## config.mk

```make
export PLATFORM = sky130hd
export DESIGN_NAME = afr_regs
export DESIGN_NICKNAME = d
export VERILOG_FILES = /design/src/core/afr_pkg.sv /design/src/core/afr_sync3.sv /design/src/core/afr_regs.sv
export SDC_FILE = /design/constraint.sdc
export NUM_CORES = 1
export LEC_CHECK = 0
export BUFFER_PORTS_ARGS = -buffer_cell sky130_fd_sc_hd__buf_4
export CAP_MARGIN = 20
export CORE_ASPECT_RATIO = 1.75
export CORE_MARGIN = 8
export CORE_UTILIZATION = 45
export CTS_CLUSTER_DIAMETER = 40
export DETAILED_ROUTE_END_ITERATION = 12
export PLACE_DENSITY = 0.68
export REMOVE_ABC_BUFFERS = 1
export SYNTH_ARGS = -nofsm -noshare
export SYNTH_HDL_FRONTEND = slang
export SYNTH_SLANG_ARGS = --single-unit
```

## constraint.sdc

```tcl
create_clock -name clk -period 4.99 [get_ports clk]
set_input_delay 0.998 -clock clk [delete_from_list [all_inputs] [get_ports clk]]
set_output_delay 0.998 -clock clk [all_outputs]
set_load 0.02 [all_outputs]
```

## src/core/afr_pkg.sv

```systemverilog
package afr_pkg;

    localparam logic [7:0] ADDR_ANALOG_OUTPUT_CONFIG    = 8'h06;
    localparam logic [7:0] ADDR_RESERVED_SLOT_A         = 8'h07;
    localparam logic [7:0] ADDR_FAULT_CONFIG_AND_STATUS = 8'h08;
    localparam logic [7:0] ADDR_RESERVED_RANGE_FIRST    = 8'h09;
    localparam logic [7:0] ADDR_RESERVED_RANGE_LAST     = 8'h0F;

    localparam logic [7:0] RST_ANALOG_OUTPUT_CONFIG    = 8'h51;
    localparam logic [7:0] RST_RESERVED_SLOT_A         = 8'h00;
    localparam logic [7:0] RST_FAULT_CONFIG_AND_STATUS = 8'h00;

    localparam int BIT_PARALLEL_MODE = 7;
    localparam int RATE_MSB          = 6;
    localparam int RATE_LSB          = 4;
    localparam int GAIN_MSB          = 3;
    localparam int GAIN_LSB          = 2;
    localparam int BIT_CHANNEL_SEL   = 1;
    localparam int BIT_ANALOG_RSVD   = 0;

    localparam int OC_THR_MSB        = 5;
    localparam int OC_THR_LSB        = 4;
    localparam int BIT_CLOCK_ERROR   = 3;
    localparam int BIT_OVERCURRENT   = 2;
    localparam int BIT_DC_ERROR      = 1;
    localparam int BIT_OVER_TEMP     = 0;

    // Bit clock is declared stopped after this many nanoseconds, turned
    // into system clocks below, with no edge seen.
    localparam int          BCLK_TIMEOUT_NS     = 2000;
    localparam int          CLK_PERIOD_NS       = 8;
    localparam int          BCLK_TIMEOUT_CYCLES =
        BCLK_TIMEOUT_NS / CLK_PERIOD_NS;
    localparam logic [15:0] BCLK_TIMEOUT_COUNT  =
        16'(BCLK_TIMEOUT_CYCLES);

    localparam logic [1:0] GAIN_RESERVED = 2'h3;

endpackage : afr_pkg

```

## src/core/afr_sync3.sv

```systemverilog
`timescale 1ns/1ps
`default_nettype none

module afr_sync3
(
    input  wire logic clk,
    input  wire logic rst_n,
    input  wire logic din,
    output var  logic dout
);

    logic s1;
    logic s2;
    logic s3;

    // The first stage feeds only the second; the output changes once the
    // last two stages agree.
    always_ff @(posedge clk or negedge rst_n)
    begin
        if (!rst_n)
        begin
            s1   <= 1'b0;
            s2   <= 1'b0;
            s3   <= 1'b0;
            dout <= 1'b0;
        end
        else
        begin
            s1 <= din;
            s2 <= s1;
            s3 <= s2;
            if (s2 == s3)
            begin
                dout <= s3;
            end
        end
    end

endmodule : afr_sync3

`default_nettype wire

```

## src/core/afr_regs.sv

```systemverilog
`timescale 1ns/1ps
`default_nettype none

// Summary of operation
// RQ1: Output-mode bit 7 clear selects bridge-tied, set selects parallel.
// RQ2: Rate field bits 6:4 selects 6,8,10,12,14,16,20,24 times frame rate.
// RQ3: Double-speed sample rates halve the selected switching frequency.
// RQ4: Gain bits 3:2 pick 19.2, 22.6 or 25 dBV; code 11 reserved.
// RQ5: In parallel mode channel bit 1 clear uses right, set uses left.
// RQ6: Software keeps analog reserved bit 0 at its default value.
// RQ7: Software never uses reserved addresses 0x09 through 0x0F.
// RQ8: Overcurrent threshold bits 5:4 give 100, 75, 50 or 25 percent.
// RQ9: Clock error bit 3 reads high while present, clears itself after.
// RQ10: A stopped serial bit clock raises the clock error.
// RQ11: Overcurrent bit 2 latches and halts until shutdown pin toggles.
// RQ12: DC error bit 1 latches and halts until shutdown pin toggles.
// RQ13: Over-temperature latches and halts until shutdown pin toggles.
// RQ14: Writes to the status flag bits leave them unchanged.
// RQ15: Host changes settings, volume aside, only while in shutdown.
module afr_regs
(
    input  wire logic       clk,
    input  wire logic       rst_n,
    input  wire logic       reg_wr,
    input  wire logic       reg_rd,
    input  wire logic [7:0] reg_addr,
    input  wire logic [7:0] reg_wdata,
    output var  logic [7:0] reg_rdata,
    output var  logic       reg_rd_valid,
    input  wire logic       speaker_shutdown_n,
    input  wire logic       serial_bit_clock,
    input  wire logic       frame_rate_clock_valid,
    input  wire logic       double_speed,
    input  wire logic       overcurrent_detect,
    input  wire logic       output_dc_detect,
    input  wire logic       over_temp_detect,
    output var  logic       parallel_bridge_mode,
    output var  logic       bridge_tied_mode,
    output var  logic [5:0] switch_ratio,
    output var  logic [1:0] analog_gain,
    output var  logic       parallel_use_left,
    output var  logic [1:0] overcurrent_threshold,
    output var  logic       clock_error,
    output var  logic       overcurrent_error,
    output var  logic       output_dc_error,
    output var  logic       over_temp_error,
    output var  logic       amp_halted
);

    logic [7:0]  analog_output_config;
    logic [7:0]  reserved_slot_a;
    logic [1:0]  oc_threshold;
    logic        sd_sync;
    logic        sd_prev;
    logic        sd_rise;
    logic        bclk_sync;
    logic        bclk_prev;
    logic [15:0] bclk_idle;
    logic        bclk_stopped;
    logic        oc_sync;
    logic        dc_sync;
    logic        ot_sync;
    logic        fr_sync;
    logic [7:0]  next_rdata;

    afr_sync3 u_sync_sd (.clk(clk), .rst_n(rst_n),
        .din(speaker_shutdown_n), .dout(sd_sync));
    afr_sync3 u_sync_bclk (.clk(clk), .rst_n(rst_n),
        .din(serial_bit_clock), .dout(bclk_sync));
    afr_sync3 u_sync_oc (.clk(clk), .rst_n(rst_n),
        .din(overcurrent_detect), .dout(oc_sync));
    afr_sync3 u_sync_dc (.clk(clk), .rst_n(rst_n),
        .din(output_dc_detect), .dout(dc_sync));
    afr_sync3 u_sync_ot (.clk(clk), .rst_n(rst_n),
        .din(over_temp_detect), .dout(ot_sync));
    afr_sync3 u_sync_fr (.clk(clk), .rst_n(rst_n),
        .din(frame_rate_clock_valid), .dout(fr_sync));

    function automatic logic [5:0] rate_multiple(input logic [2:0] code);
        logic [5:0] m;
        m = 6'h06;
        unique case (code)
            3'h0: m = 6'h06;
            3'h1: m = 6'h08;
            3'h2: m = 6'h0A;
            3'h3: m = 6'h0C;
            3'h4: m = 6'h0E;
            3'h5: m = 6'h10;
            3'h6: m = 6'h14;
            3'h7: m = 6'h18;
        endcase
        return m;
    endfunction : rate_multiple

    function automatic logic is_write(input logic [7:0] addr,
                                      input logic [7:0] target,
                                      input logic       wr);
        return wr && (addr == target);
    endfunction : is_write

    // Bit 0 is kept writable so software can restore its default.
    always_ff @(posedge clk or negedge rst_n)
    begin
        if (!rst_n)
        begin
            analog_output_config <= afr_pkg::RST_ANALOG_OUTPUT_CONFIG;
        end
        else if (is_write(reg_addr, afr_pkg::ADDR_ANALOG_OUTPUT_CONFIG,
                          reg_wr))
        begin
            analog_output_config <= reg_wdata;
        end
    end

    always_ff @(posedge clk or negedge rst_n)
    begin
        if (!rst_n)
        begin
            reserved_slot_a <= afr_pkg::RST_RESERVED_SLOT_A;
        end
        else if (is_write(reg_addr, afr_pkg::ADDR_RESERVED_SLOT_A, reg_wr))
        begin
            reserved_slot_a <= reg_wdata;
        end
    end

    // Only the threshold field takes write data; the flags ignore it.
    always_ff @(posedge clk or negedge rst_n)
    begin
        if (!rst_n)
        begin
            oc_threshold <= afr_pkg::RST_FAULT_CONFIG_AND_STATUS[5:4];
        end
        else if (is_write(reg_addr, afr_pkg::ADDR_FAULT_CONFIG_AND_STATUS,
                          reg_wr))
        begin
            oc_threshold <= reg_wdata[afr_pkg::OC_THR_MSB:
                                      afr_pkg::OC_THR_LSB]; // RQ8 RQ14
        end
    end

    // Bit clock watchdog: any edge restarts the idle count.
    always_ff @(posedge clk or negedge rst_n)
    begin
        if (!rst_n)
        begin
            bclk_prev    <= 1'b0;
            bclk_idle    <= 16'h0000;
            bclk_stopped <= 1'b1;
        end
        else
        begin
            bclk_prev <= bclk_sync;
            if (bclk_sync != bclk_prev)
            begin
                bclk_idle    <= 16'h0000;
                bclk_stopped <= 1'b0;
            end
            else if (bclk_idle >= afr_pkg::BCLK_TIMEOUT_COUNT)
            begin
                bclk_stopped <= 1'b1; // RQ10
            end
            else
            begin
                bclk_idle <= bclk_idle + 16'h0001;
            end
        end
    end

    // Clock error follows the clock state, so it clears without help.
    always_ff @(posedge clk or negedge rst_n)
    begin
        if (!rst_n)
        begin
            clock_error <= 1'b0;
        end
        else
        begin
            clock_error <= bclk_stopped || !fr_sync; // RQ9 RQ10
        end
    end

    always_ff @(posedge clk or negedge rst_n)
    begin
        if (!rst_n)
        begin
            sd_prev <= 1'b0;
        end
        else
        begin
            sd_prev <= sd_sync;
        end
    end

    // A low-then-high toggle of the shutdown pin clears the latched faults.
    assign sd_rise = sd_sync && !sd_prev;

    // A fault arriving on the clearing edge wins over the clear.
    always_ff @(posedge clk or negedge rst_n)
    begin
        if (!rst_n)
        begin
            overcurrent_error <= 1'b0;
            output_dc_error   <= 1'b0;
            over_temp_error   <= 1'b0;
        end
        else
        begin
            overcurrent_error <= oc_sync || (overcurrent_error && !sd_rise);
            output_dc_error   <= dc_sync || (output_dc_error && !sd_rise);
            over_temp_error   <= ot_sync || (over_temp_error && !sd_rise);
        end
    end // RQ11 RQ12 RQ13

    always_ff @(posedge clk or negedge rst_n)
    begin
        if (!rst_n)
        begin
            amp_halted <= 1'b1;
        end
        else
        begin
            amp_halted <= !sd_sync || clock_error || overcurrent_error ||
                          output_dc_error || over_temp_error; // RQ11 RQ15
        end
    end

    always_ff @(posedge clk or negedge rst_n)
    begin
        if (!rst_n)
        begin
            parallel_bridge_mode  <= 1'b0;
            bridge_tied_mode      <= 1'b1;
            switch_ratio          <= 6'h06;
            analog_gain           <= 2'h0;
            parallel_use_left     <= 1'b0;
            overcurrent_threshold <= 2'h0;
        end
        else
        begin
            parallel_bridge_mode <=
                analog_output_config[afr_pkg::BIT_PARALLEL_MODE]; // RQ1
            bridge_tied_mode <=
                !analog_output_config[afr_pkg::BIT_PARALLEL_MODE]; // RQ1
            // Ratio is switching cycles per frame; double speed halves it.
            switch_ratio <= double_speed ?
                (rate_multiple(analog_output_config[afr_pkg::RATE_MSB:
                    afr_pkg::RATE_LSB]) >> 1) :
                rate_multiple(analog_output_config[afr_pkg::RATE_MSB:
                    afr_pkg::RATE_LSB]); // RQ2 RQ3
            // The reserved gain code is never applied; the last legal one holds.
            if (analog_output_config[afr_pkg::GAIN_MSB:afr_pkg::GAIN_LSB]
                != afr_pkg::GAIN_RESERVED)
            begin
                analog_gain <= analog_output_config[afr_pkg::GAIN_MSB:
                                                    afr_pkg::GAIN_LSB]; // RQ4
            end
            parallel_use_left <=
                analog_output_config[afr_pkg::BIT_CHANNEL_SEL]; // RQ5
            overcurrent_threshold <= oc_threshold; // RQ8
        end
    end

    always_comb
    begin
        next_rdata = 8'h00;
        unique case (reg_addr)
            afr_pkg::ADDR_ANALOG_OUTPUT_CONFIG:
                next_rdata = analog_output_config;
            afr_pkg::ADDR_RESERVED_SLOT_A:
                next_rdata = reserved_slot_a;
            afr_pkg::ADDR_FAULT_CONFIG_AND_STATUS:
                next_rdata = {2'h0, oc_threshold, clock_error,
                              overcurrent_error, output_dc_error,
                              over_temp_error}; // RQ9 RQ11 RQ12 RQ13
            default:
                next_rdata = 8'h00; // RQ7
        endcase
    end

    always_ff @(posedge clk or negedge rst_n)
    begin
        if (!rst_n)
        begin
            reg_rdata    <= 8'h00;
            reg_rd_valid <= 1'b0;
        end
        else
        begin
            reg_rd_valid <= reg_rd;
            if (reg_rd)
            begin
                reg_rdata <= next_rdata;
            end
        end
    end

endmodule : afr_regs

`default_nettype wire

```

; After elaboration in Yosys (flattened, before gate mapping)
; Memories as Yosys holds them, arrays and structs flattened.
; Cells that the tools add are included.
[word_totals]
mem_count = 2
romBits = 64
regBits = 88
out_inout_bits = 27
word_cells = 87
inputBits = 27
[op_classes]
eq_ne = 12
mux = 6
magnitude_cmp = 1
add_sub_neg = 1
n_reduce_logical = 21
[memory_table]
columns = memory, depth, width, rd, rd_clocked_by_memory_dff, write_ports, line_no
row1 = (name not given), 8, 4, 1, 0, 0, afr_regs.sv:82  ; unique case (code)
row2 = (name not given), 8, 4, 1, 0, 0, afr_regs.sv:82
[ops]
columns = op, n
row1 = $mux 16, 2
row2 = $pmux 8 s3, 1
row3 = $add 16x1->16 const B, 1
row4 = $eq 8x3->1 const B, 2
row5 = $ge 16x8->1 const B, 1
row6 = $eq 8x4->1 const B, 1
row7 = $logic_or 1x1->1, 8
row8 = $logic_and 1x1->1, 7
row9 = $eq 1x1->1, 6
row10 = $mux 6, 1
row11 = $logic_not 1->1, 5
row12 = $ne 2x2->1 const B, 2
row13 = $mux 1, 2
row14 = $reduce_bool 2->1, 1
row15 = $ne 1x1->1, 1

; Longest topological paths before layout
; Gate-level depths: netlist of the first run.
[logic_depth]
depth_word = 5
depth_mapped = 6
ltp_nobuf = 6

; By module
; A second synthesis of the first run with hierarchy kept.
[hier_totals]
cells_unflattened = 245
hier_area_um2 = 3294.4
[by_module_without_submodules]
columns = module, area_each_um2, instances, cells_per_inst, seq_area_each_um2
row1 = afr_regs, 2626.3, 1, 215, 1586.5
row2 = afr_sync3, 111.4, 6, 5, 100.1

; Least setup slack after synthesis of the first run
; OpenSTA, ideal clock, no wires.
[synth_timing]
path_type = input to register
startpoint = input reg_addr[3]
endpoint = register analog_output_config[1]
path_buffers = 1
arrival_ns = 2.098
setup_slack_ns = 2.767
required_time_ns = 4.865
cell_stages = 4
setup_time_ns = 0.125
path_cell_list = and3b_1 > clkbuf_1 > nand4_1 > mux2_2
[synth_between]
elab_chain_cells = 2
[synth_lines]
columns = element, line_no
row1 = from (decl), afr_regs.sv:26  ; input wire logic [7:0] reg_addr,
row2 = $eq 8x3->1, afr_regs.sv:98  ; return wr && (addr == target);
row3 = $logic_and 1x1->1, afr_regs.sv:98
row4 = to (signal assigned), afr_regs.sv:106  ; analog_output_config <= afr_pkg::RST_ANALOG_OUTPUT_CONFIG;
row5 = to (signal assigned), afr_regs.sv:111  ; analog_output_config <= reg_wdata;
row6 = to (decl), afr_regs.sv:50  ; logic [7:0] analog_output_config;
; Every way passes these cells.
; A chain may end at the register's enable or synchronous reset.

; Final worst setup path of the first run
[layout_timing]
startpoint = input reg_addr[5]
endpoint = register reserved_slot_a[5]
[layout_between]
elab_chain_cells = 2
[layout_lines]
columns = element, line_no
row1 = $eq 8x3->1, afr_regs.sv:98
row2 = $logic_and 1x1->1, afr_regs.sv:98
row3 = to (signal assigned), afr_regs.sv:119  ; reserved_slot_a <= afr_pkg::RST_RESERVED_SLOT_A;
row4 = to (signal assigned), afr_regs.sv:123  ; reserved_slot_a <= reg_wdata;
row5 = to (decl), afr_regs.sv:51  ; logic [7:0] reserved_slot_a;
; Every way passes these cells.

==> flow_summary.ini, run 1 <==
[power]
leakage_nw = 1.91
power_density_nw_per_um2 = 399
total_power_mw = 1.62
ir_drop_v = 0.000226

[yosys]
yosysTopAreaCell = dfrtp_1
avgSynthCellArea_sq_um = 13.8
ys.flop_type = dfrtp_1
synth_cells = 234
synth_edf_count = 0
synthesis.area_sq_um = 3230
synth_commonest_cells = 79 x dfrtp_1, 18 x mux2_2, 14 x nor2_1
synth.distinct_cells = 42
synth_warnings = 0
synth.most_common_cell = dfrtp_1
ys_ff_latch = 87
synth_top_area_share = 0.611
seq_area_frac_synth = 0.676
async_reset_ff_frac = 1.00
yosys-top-cells-area = dfrtp_1 61%, dfstp_2 6.5%, mux2_2 6.3%, a221o_1 1.9%, maj3_1 1.9%

[die]
core_sq_um = 7080
start_util = 0.457
num_io_pins = 54
fp.dieW_microns = 80.1
rows = 41
dieArea_sq_um = 10300
die_h_microns = 128

[global_route]
track_usage = 0.137
grt_pass1_wl_mm = 10.8
antenna_found_initial = 0
grt-ovfl-total = 0
grt_pass1_vias = 2163
grt_max_degree = 88

[drt]
vias = 2035
ant_nets = 0
viasPerCell = 5.27
routed_wl_mm = 6.38
avgRoutedWirePerCell_microns = 16.5
drc = 0
drtIter0Drc = 93
drt_pass1_iterations = 4

[cts]
cts_buffer_depth = 2
cts_buffers = 9
cts_setup_buffers = 0
cts.hold.buffers_added = 0
cts_resized = 0
numClockSinks = 87
clk-insertion-delay-late_ps = 330
cts_max_level = 3
path_clk_slew_ps = 60
root_buffer = clkbuf_16
tritoncts = built

[cells_and_area]
fin_util = 0.575
n_antenna_cell = 0
area_growth_pct = 25.8
finalNonFillerCells = 386
nets = 325
multiInputGateArea_sq_um = 990
regArea_sq_um = 2190
num-fill-cells = 603
drive_above_1_share = 0.330

[placement]
post-place-cells = 369
dp_hpwl_mm = 4.55
portBuffers = 52
gp_congestion = 0.780

[sta]
worst_pin_slew_ps = 651
rsz0062_at_grt = no
report.final.slew_viol_count = 0
min_period_ps = 2290
relSlewSlack = 0.563
setup_viol = 0
hold_viol = 0
fin_crit_sh = 0.460
fin_worst_skew_ps = 6.83
fin_hold_ws_ps = 347
fmax_ghz = 0.436
fin_setup_tns_ps = 0

[critical_path]
crit_type = in2reg
cp-end-kind = flop
path_max_fanout = 8
worstPathArrival_ps = 2510
reg2reg_slack_ps = 2900
start_kind = input port
cp_data_required_time_ps = 5210

[run]
cap_violations = 0

[outcome]
outcome = completed

[worst_hold_path]
hold_class = reg2reg
-- placed cells by master, fill, tap and decap left out, types with 4 or more instances in the layout --
cell type   n
nand3_1     4
mux2_2     18
clkbuf_16   9
nand2_1     8
nor4_1      4
a221o_1     6
dfrtp_1    79
inv_1      10
a22oi_1     6
mux2i_1     4
and2_1      9
dfstp_2     8
nor2_1     14
a21oi_1     5
buf_4      53
maj3_1      6
o21ai_0     6
-- layer usage --
metal	GRT usage	wire (microns)	up-vias	part of all wire
met5	0	0	-	0
met4	0.0927	248	0	0.039
met3	0.0442	394	18	0.062
met2	0.226	3320	70	0.52
met1	0.142	2420	989	0.38
li1	-	-	958	-
-- area by class of cell --
class / count / share of cell area
clock inverter: 6 / 0.0225
timing repair buffer: 54 / 0.105
sequential: 87 / 0.538
inverter: 10 / 0.00923
multi-input combinational: 133 / 0.243
tap: 86 / 0.0265
clock buffer: 10 / 0.0563
-- per-stage QoR --
step	setup WS (ps)	cell area [sq um]
after floorplan	2780	3210
after global placement	2450	3720
after detailed placement	2390	3720
after CTS	2710	4040
after global routing	2580	4070
final	2700	4070
-- state kept, by name (all words and copies together), names as in the netlist, 2 cells and up --
signal                 flops
bclk_idle                 16
oc_threshold               2
analog_gain                2
switch_ratio               5
analog_output_config       8
overcurrent_threshold      2
reserved_slot_a            8
reg_rdata                  8
-- path summary, 6_finish.rpt --
| path | startpoint | to | cells after the start |
|---|---|---|---|
| worst max-delay path | reg_addr[5] | reserved_slot_a[5] | 4 |
| worst min-delay path | u_sync_fr.s1 | u_sync_fr.s2 | 0 |
| worst max register to register | bclk_idle[0] | bclk_idle[4] | 6 |
| worst min register to register | u_sync_fr.s1 | u_sync_fr.s2 | 0 |
| max in group asynchronous | rst_n | analog_output_config[0] | 2 |
| min in group asynchronous | rst_n | reserved_slot_a[5] | 1 |
-- power breakdown --
part	internal, mW	switching [mW]	total, mW
Clock	0.442	0.267	0.709
Combinational	0.0635	0.0736	0.137
Sequential	0.747	0.0300	0.777
Total	1.25	0.370	1.62
-- logic make-up after synthesis --
kind of cell | count (synthesis) | synth area share
buf+inv | 14 | 0.0174
fa+ha+maj | 9 | 0.0302
simple gates | 60 | 0.105
flops | 87 | 0.676
compound gates | 37 | 0.0840
mux | 22 | 0.0751
xor+xnor | 4 | 0.0108
other cells | 1 | 0.00116
-- critical path, cell delays in order --
cell and delay (ps):
buf_4 110, nor4_2 490, nand4_1 480, mux2_2 430
Power figures use the tool's default switching activity.
==> run 2: changes to the inputs <==
--- a/config.mk
+++ b/config.mk
@@ -12,7 +12,7 @@
 export CORE_UTILIZATION = 45
 export CTS_CLUSTER_DIAMETER = 40
 export DETAILED_ROUTE_END_ITERATION = 12
-export PLACE_DENSITY = 0.68
+export PLACE_DENSITY = 0.71
 export REMOVE_ABC_BUFFERS = 1
 export SYNTH_ARGS = -nofsm -noshare
 export SYNTH_HDL_FRONTEND = slang
==> constraint.sdc (replaced) <==
create_clock -name clk -period 2 [get_ports clk]
set_input_delay 0.4 -clock clk [delete_from_list [all_inputs] [get_ports clk]]
set_output_delay 0.4 -clock clk [all_outputs]
set_load 0.02 [all_outputs]
==> run 2 against run 1 <==
Clock power rose by 110%. Flip-flop and latch count stayed put. Combinational power increased to 2.5 times the previous value. Worst hold slack lost 290 ps. Clock skew is 2.8 ps lower. Count of clock-buffer cells in the layout rose by 1. First-iteration DRC count fell by 39%. Via count rose by 1.5%. Utilization up 0.12 points. Routed wire length is 3.7% lower. Critical path depth up 2. Critical endpoint is now bclk_idle[4]. Largest power group unchanged. Highest routed layer unchanged.
==> flow_summary.ini, run 2 (synthesis gave the netlist of run 1 again) <==
[outcome]
outcome = completed

[sta]
min_period_ps = 1910
fin_crit_sh = 0.954
fin_worst_skew_ps = 4.08
layout_setup_ws_ps = 91.6
fmax_ghz = 0.524
fin_setup_tns_ps = 0
hold_viol = 0
worst_pin_slew_ps = 646
relSlewSlack = 0.568
rsz0062_at_grt = no
setup_viol = 0
report.final.slew_viol_count = 0

[drt]
viasPerCell = 5.26
avgRoutedWirePerCell_microns = 15.6
ant_nets = 0
vias = 2066
drt_pass1_iterations = 4
drtIter0Drc = 57
routed_wl_mm = 6.14
drc = 0

[power]
p_comb_frac = 0.092
seqPwrFrac = 0.515
swShare = 0.237
p_switching_mw = 0.892
leakage_nw = 1.92
p_clk_frac = 0.393
ir_drop_v = 0.000854
total_power_mw = 3.76
p_int_mw = 2.87
power_density_nw_per_um2 = 923

[cells_and_area]
final_area_sq_um = 4080
top_register = bclk_idle
area_growth_pct = 26.1
nets = 332
n_antenna_cell = 0
num-fill-cells = 568
final_cell_mix = 79 x dfrtp_1, 59 x buf_4, 18 x mux2_2
final_common_cell = dfrtp_1
drive_above_1_share = 0.349
largest_reg_flops = 16
fin_util = 0.576

[cts]
cts_max_level = 3
numClockSinks = 87
cts_buffers = 9
clk-insertion-delay-late_ps = 330
root_buffer = clkbuf_16
cts_buffer_depth = 2
path_clk_slew_ps = 60
tritoncts = built
cts.hold.buffers_added = 0
cts_setup_buffers = 0

[critical_path]
cp-end-kind = flop
reg2reg_slack_ps = 90
worstPathArrival_ps = 2170
cp_data_required_time_ps = 2260
r2r-start = bclk_idle[0]
crit_type = reg2reg
start_kind = flop
path_max_fanout = 4
reg2reg_to = bclk_idle[4]
rr_worst_depth = 6

[run]
cap_violations = 0

[placement]
dp_hpwl_mm = 4.70
postPlaceCellArea_sq_um = 3800
portBuffers = 52
place_ws_ps = 41.7
gp_congestion = 0.745

[die]
start_util = 0.457
dieArea_sq_um = 10300
rows = 41
core_sq_um = 7080
fp.dieW_microns = 80.1
num_io_pins = 54
die_h_microns = 128

[worst_hold_path]
hold_class = in2async

[global_route]
grt_max_degree = 43
track_usage = 0.135
grt-ovfl-total = 0
grt_pass1_wl_mm = 10.7
grt_pass1_vias = 2273
antenna_found_initial = 0
-- run 2: cell type report --
| type | instances | area [sq um] | share of cell area |
|---|---|---|---|
| clock buffers | 11 | 233 | 0.0571 |
| inverters | 10 | 37.5 | 0.00921 |
| repair buffers | 61 | 483 | 0.118 |
| clock inverters | 5 | 35.0 | 0.00859 |
| flip-flops and latches | 87 | 2190 | 0.537 |
| well taps | 86 | 108 | 0.0264 |
| multi-input cells | 133 | 993 | 0.244 |
-- run 2: what timing repair did --
| item | 4_1_cts | 5_1_grt |
|---|---|---|
| setup endpoints to repair | 0 | 3 |
| resized for setup | 0 | 2 |
| hold endpoints to repair | 0 | 0 |
-- run 2: stage by stage --
step	std cells	hold WS (ps)
after floorplan	230	104
after global placement	377	332
after detailed placement	377	335
after CTS	393	62.5
after global routing	393	95.3
final	393	53.4
-- run 2: worst max-delay path: stages (launching register included) --
cell and delay [ps]:
dfrtp_1 370, inv_2 60, ha_1 200, or3_1 370, a311o_1 370, or3_1 340
a21oi_2 130
-- run 2: worst max path at each step --
| stage | startpoint | slack [ps] | to | cells past startpoint |
|---|---|---|---|---|
| global placement | bclk_idle[0] | 80 | bclk_idle[4] | 6 |
| detailed placement | bclk_idle[0] | 40 | bclk_idle[4] | 6 |
| CTS | bclk_idle[0] | 10 | bclk_idle[4] | 6 |
| finish | bclk_idle[0] | 90 | bclk_idle[4] | 6 |
| floorplan | bclk_idle[0] | 90 | bclk_idle[4] | 6 |
| global route | bclk_idle[0] | 5 | bclk_idle[4] | 6 |
-- run 2: layer usage --
metal  GRT usage  wire, microns  vias to the layer above
met2       0.233           3290                       59
met3      0.0499            432                       10
met4      0.0722            148                        0
li1            -              -                      976
met5           0              0                        -
met1       0.134           2270                     1021
-- run 2: power by group through the flow --
stage | clock [mW] | sequential (mW) | combinational, mW
after global routing | 1.61 | 1.95 | 0.389
after floorplan | 0 | 1.98 | 0.150
after CTS | 1.53 | 1.94 | 0.354
after global placement | 0 | 1.96 | 0.345
final | 1.48 | 1.94 | 0.346
after detailed placement | 0 | 1.97 | 0.354
==> run 3: changes to the inputs <==
--- a/config.mk
+++ b/config.mk
@@ -10,6 +10,7 @@
 export CORE_ASPECT_RATIO = 1.75
 export CORE_MARGIN = 8
 export CORE_UTILIZATION = 45
+export CTS_BUF_LIST = sky130_fd_sc_hd__clkbuf_8
 export CTS_CLUSTER_DIAMETER = 40
 export DETAILED_ROUTE_END_ITERATION = 12
 export PLACE_DENSITY = 0.71
==> run 3 against run 2 <==
Combinational power barely moved. Register-to-register slack barely moved. Global-route usage fell by 0.23 points. Critical path depth did not move. Flip-flop and latch count did not move. Critical endpoint is now bclk_idle[2]. Highest routed layer unchanged.
==> flow_summary.ini, run 3 (synthesis gave the netlist of run 1 again) <==
[cts]
tritoncts = built
cts_max_level = 3
root_buffer = clkbuf_8
cts_buffers = 9
cts_buffer_depth = 2
clk-insertion-delay-late_ps = 350
cts.hold.buffers_added = 0
numClockSinks = 87
path_clk_slew_ps = 80

[global_route]
grt_pass1_vias = 2299
grtUsageMet2 = 0.232
grt_max_degree = 43
gr-usage-met3 = 0.0414
busiest_layer = met2
grt_pass1_wl_mm = 10.6
antenna_found_initial = 0
use_met1 = 0.132
track_usage = 0.133
grt-ovfl-total = 0

[critical_path]
cp_data_required_time_ps = 2280
cp-end-kind = flop
crit_path_top_delay_cell = dfrtp_1
path_buf_inv = 1
path_max_fanout = 4
crit_chain = inv_2 -> ha_1 -> or3_1 -> a311o_1 -> or3_1 -> a21oi_1
critPathMaxStageDelay_ps = 380
start_kind = flop
worstPathArrival_ps = 2180
crit_family = simple AND/OR/NAND/NOR gates
crit_top_cell = or3_1
crit_type = reg2reg

[sta]
setup_viol = 0
layout_setup_ws_ps = 104
fin_worst_skew_ps = 5.32
hold_viol = 0
report.final.slew_viol_count = 0
fmax_ghz = 0.528
min_period_ps = 1900
fin_hold_ws_ps = 26.3
fin_setup_tns_ps = 0
worst_pin_slew_ps = 650
fin_crit_sh = 0.948
relSlewSlack = 0.565
rsz0062_at_grt = no

[drt]
routed_wl_mm = 6.14
ant_nets = 0
vias = 2063
drtIter0Drc = 90
drt_pass1_iterations = 5
viasPerCell = 5.25
avgRoutedWirePerCell_microns = 15.6
drc = 0

[power]
power_density_nw_per_um2 = 834
total_power_mw = 3.32
p_int_mw = 2.47
p_switching_mw = 0.849
p_clk_frac = 0.313
seqPwrFrac = 0.583
swShare = 0.256
ir_drop_v = 0.000628
leakage_nw = 1.88
p_comb_frac = 0.104

[placement]
gp_congestion = 0.745
portBuffers = 52
place_ws_ps = 41.7
dp_hpwl_mm = 4.70

[cells_and_area]
top_register = bclk_idle
n_antenna_cell = 0
area_growth_pct = 22.9
num-fill-cells = 584
nets = 332
largest_reg_flops = 16
drive_above_1_share = 0.349
final_cell_mix = 79 x dfrtp_1, 59 x buf_4, 18 x mux2_2
final_common_cell = dfrtp_1

[die]
start_util = 0.457
rows = 41
num_io_pins = 54
dieArea_sq_um = 10300
die_h_microns = 128
fp.dieW_microns = 80.1
core_sq_um = 7080

[outcome]
outcome = completed

[run]
cap_violations = 0

[worst_hold_path]
hold_class = in2async
==> run 3: cell count changes in the layout (fill, tap and decap cells not counted), sizes merged <==
cell    previous run  this run
inv               11        13
clkbuf            11         9
==> run 3: power groups by stage <==
| stage | Sequential [mW] | Clock (mW) | Combinational, mW |
|---|---|---|---|
| 2_1_floorplan | 1.98 | 0 | 0.150 |
| 3_3_place_gp | 1.96 | 0 | 0.345 |
| 3_5_place_dp | 1.97 | 0 | 0.354 |
| 4_1_cts | 1.93 | 1.07 | 0.354 |
| 5_1_grt | 1.95 | 1.15 | 0.388 |
| 6_report | 1.93 | 1.04 | 0.346 |
==> run 3: final cells by class <==
type                            instances  area (sq um)  share of cell area
Sequential cell                        87          2190               0.550
Multi-Input combinational cell        133           993               0.250
Timing Repair Buffer                   61           483               0.121
Clock buffer                            9           124              0.0312
Tap cell                               86           108              0.0271
Clock inverter                          7          42.5              0.0107
Inverter                               10          37.5             0.00944
==> run 3: worst paths after layout <==
kind / cells past startpoint / endpoint / start / slack [ps]
worst max-delay path: 6 / bclk_idle[2] / bclk_idle[0] / 100
worst min-delay path: 1 / switch_ratio[3] / rst_n / 30
worst max register to register: 6 / bclk_idle[2] / bclk_idle[0] / 100
worst min register to register: 0 / u_sync_fr.s2 / u_sync_fr.s1 / 350
max in group asynchronous: 2 / bclk_stopped / rst_n / 1360
min in group clk: 1 / u_sync_fr.s1 / frame_rate_clock_valid / 150
==> run 3: layer usage <==
layer	routed length (microns)	vias to the layer above
li1	-	970
met1	2350	1023
met2	3240	56
met3	410	14
met4	144	0
met5	0	-
==> run 3: repair_timing <==
action / 4_1_cts / 5_1_grt
endpoints found under the setup margin: 0 / 3
resized for setup: 0 / 2
setup buffers: 0 / 0
==> run 3: metrics by stage <==
stage | std cells | instance area [sq um] | util
after floorplan | 230 | 3210 | -
after CTS | 393 | 3970 | 0.561
final | 393 | 3980 | 0.562
after global routing | 393 | 3980 | 0.562
after global placement | 377 | 3800 | 0.537
after detailed placement | 377 | 3800 | 0.537
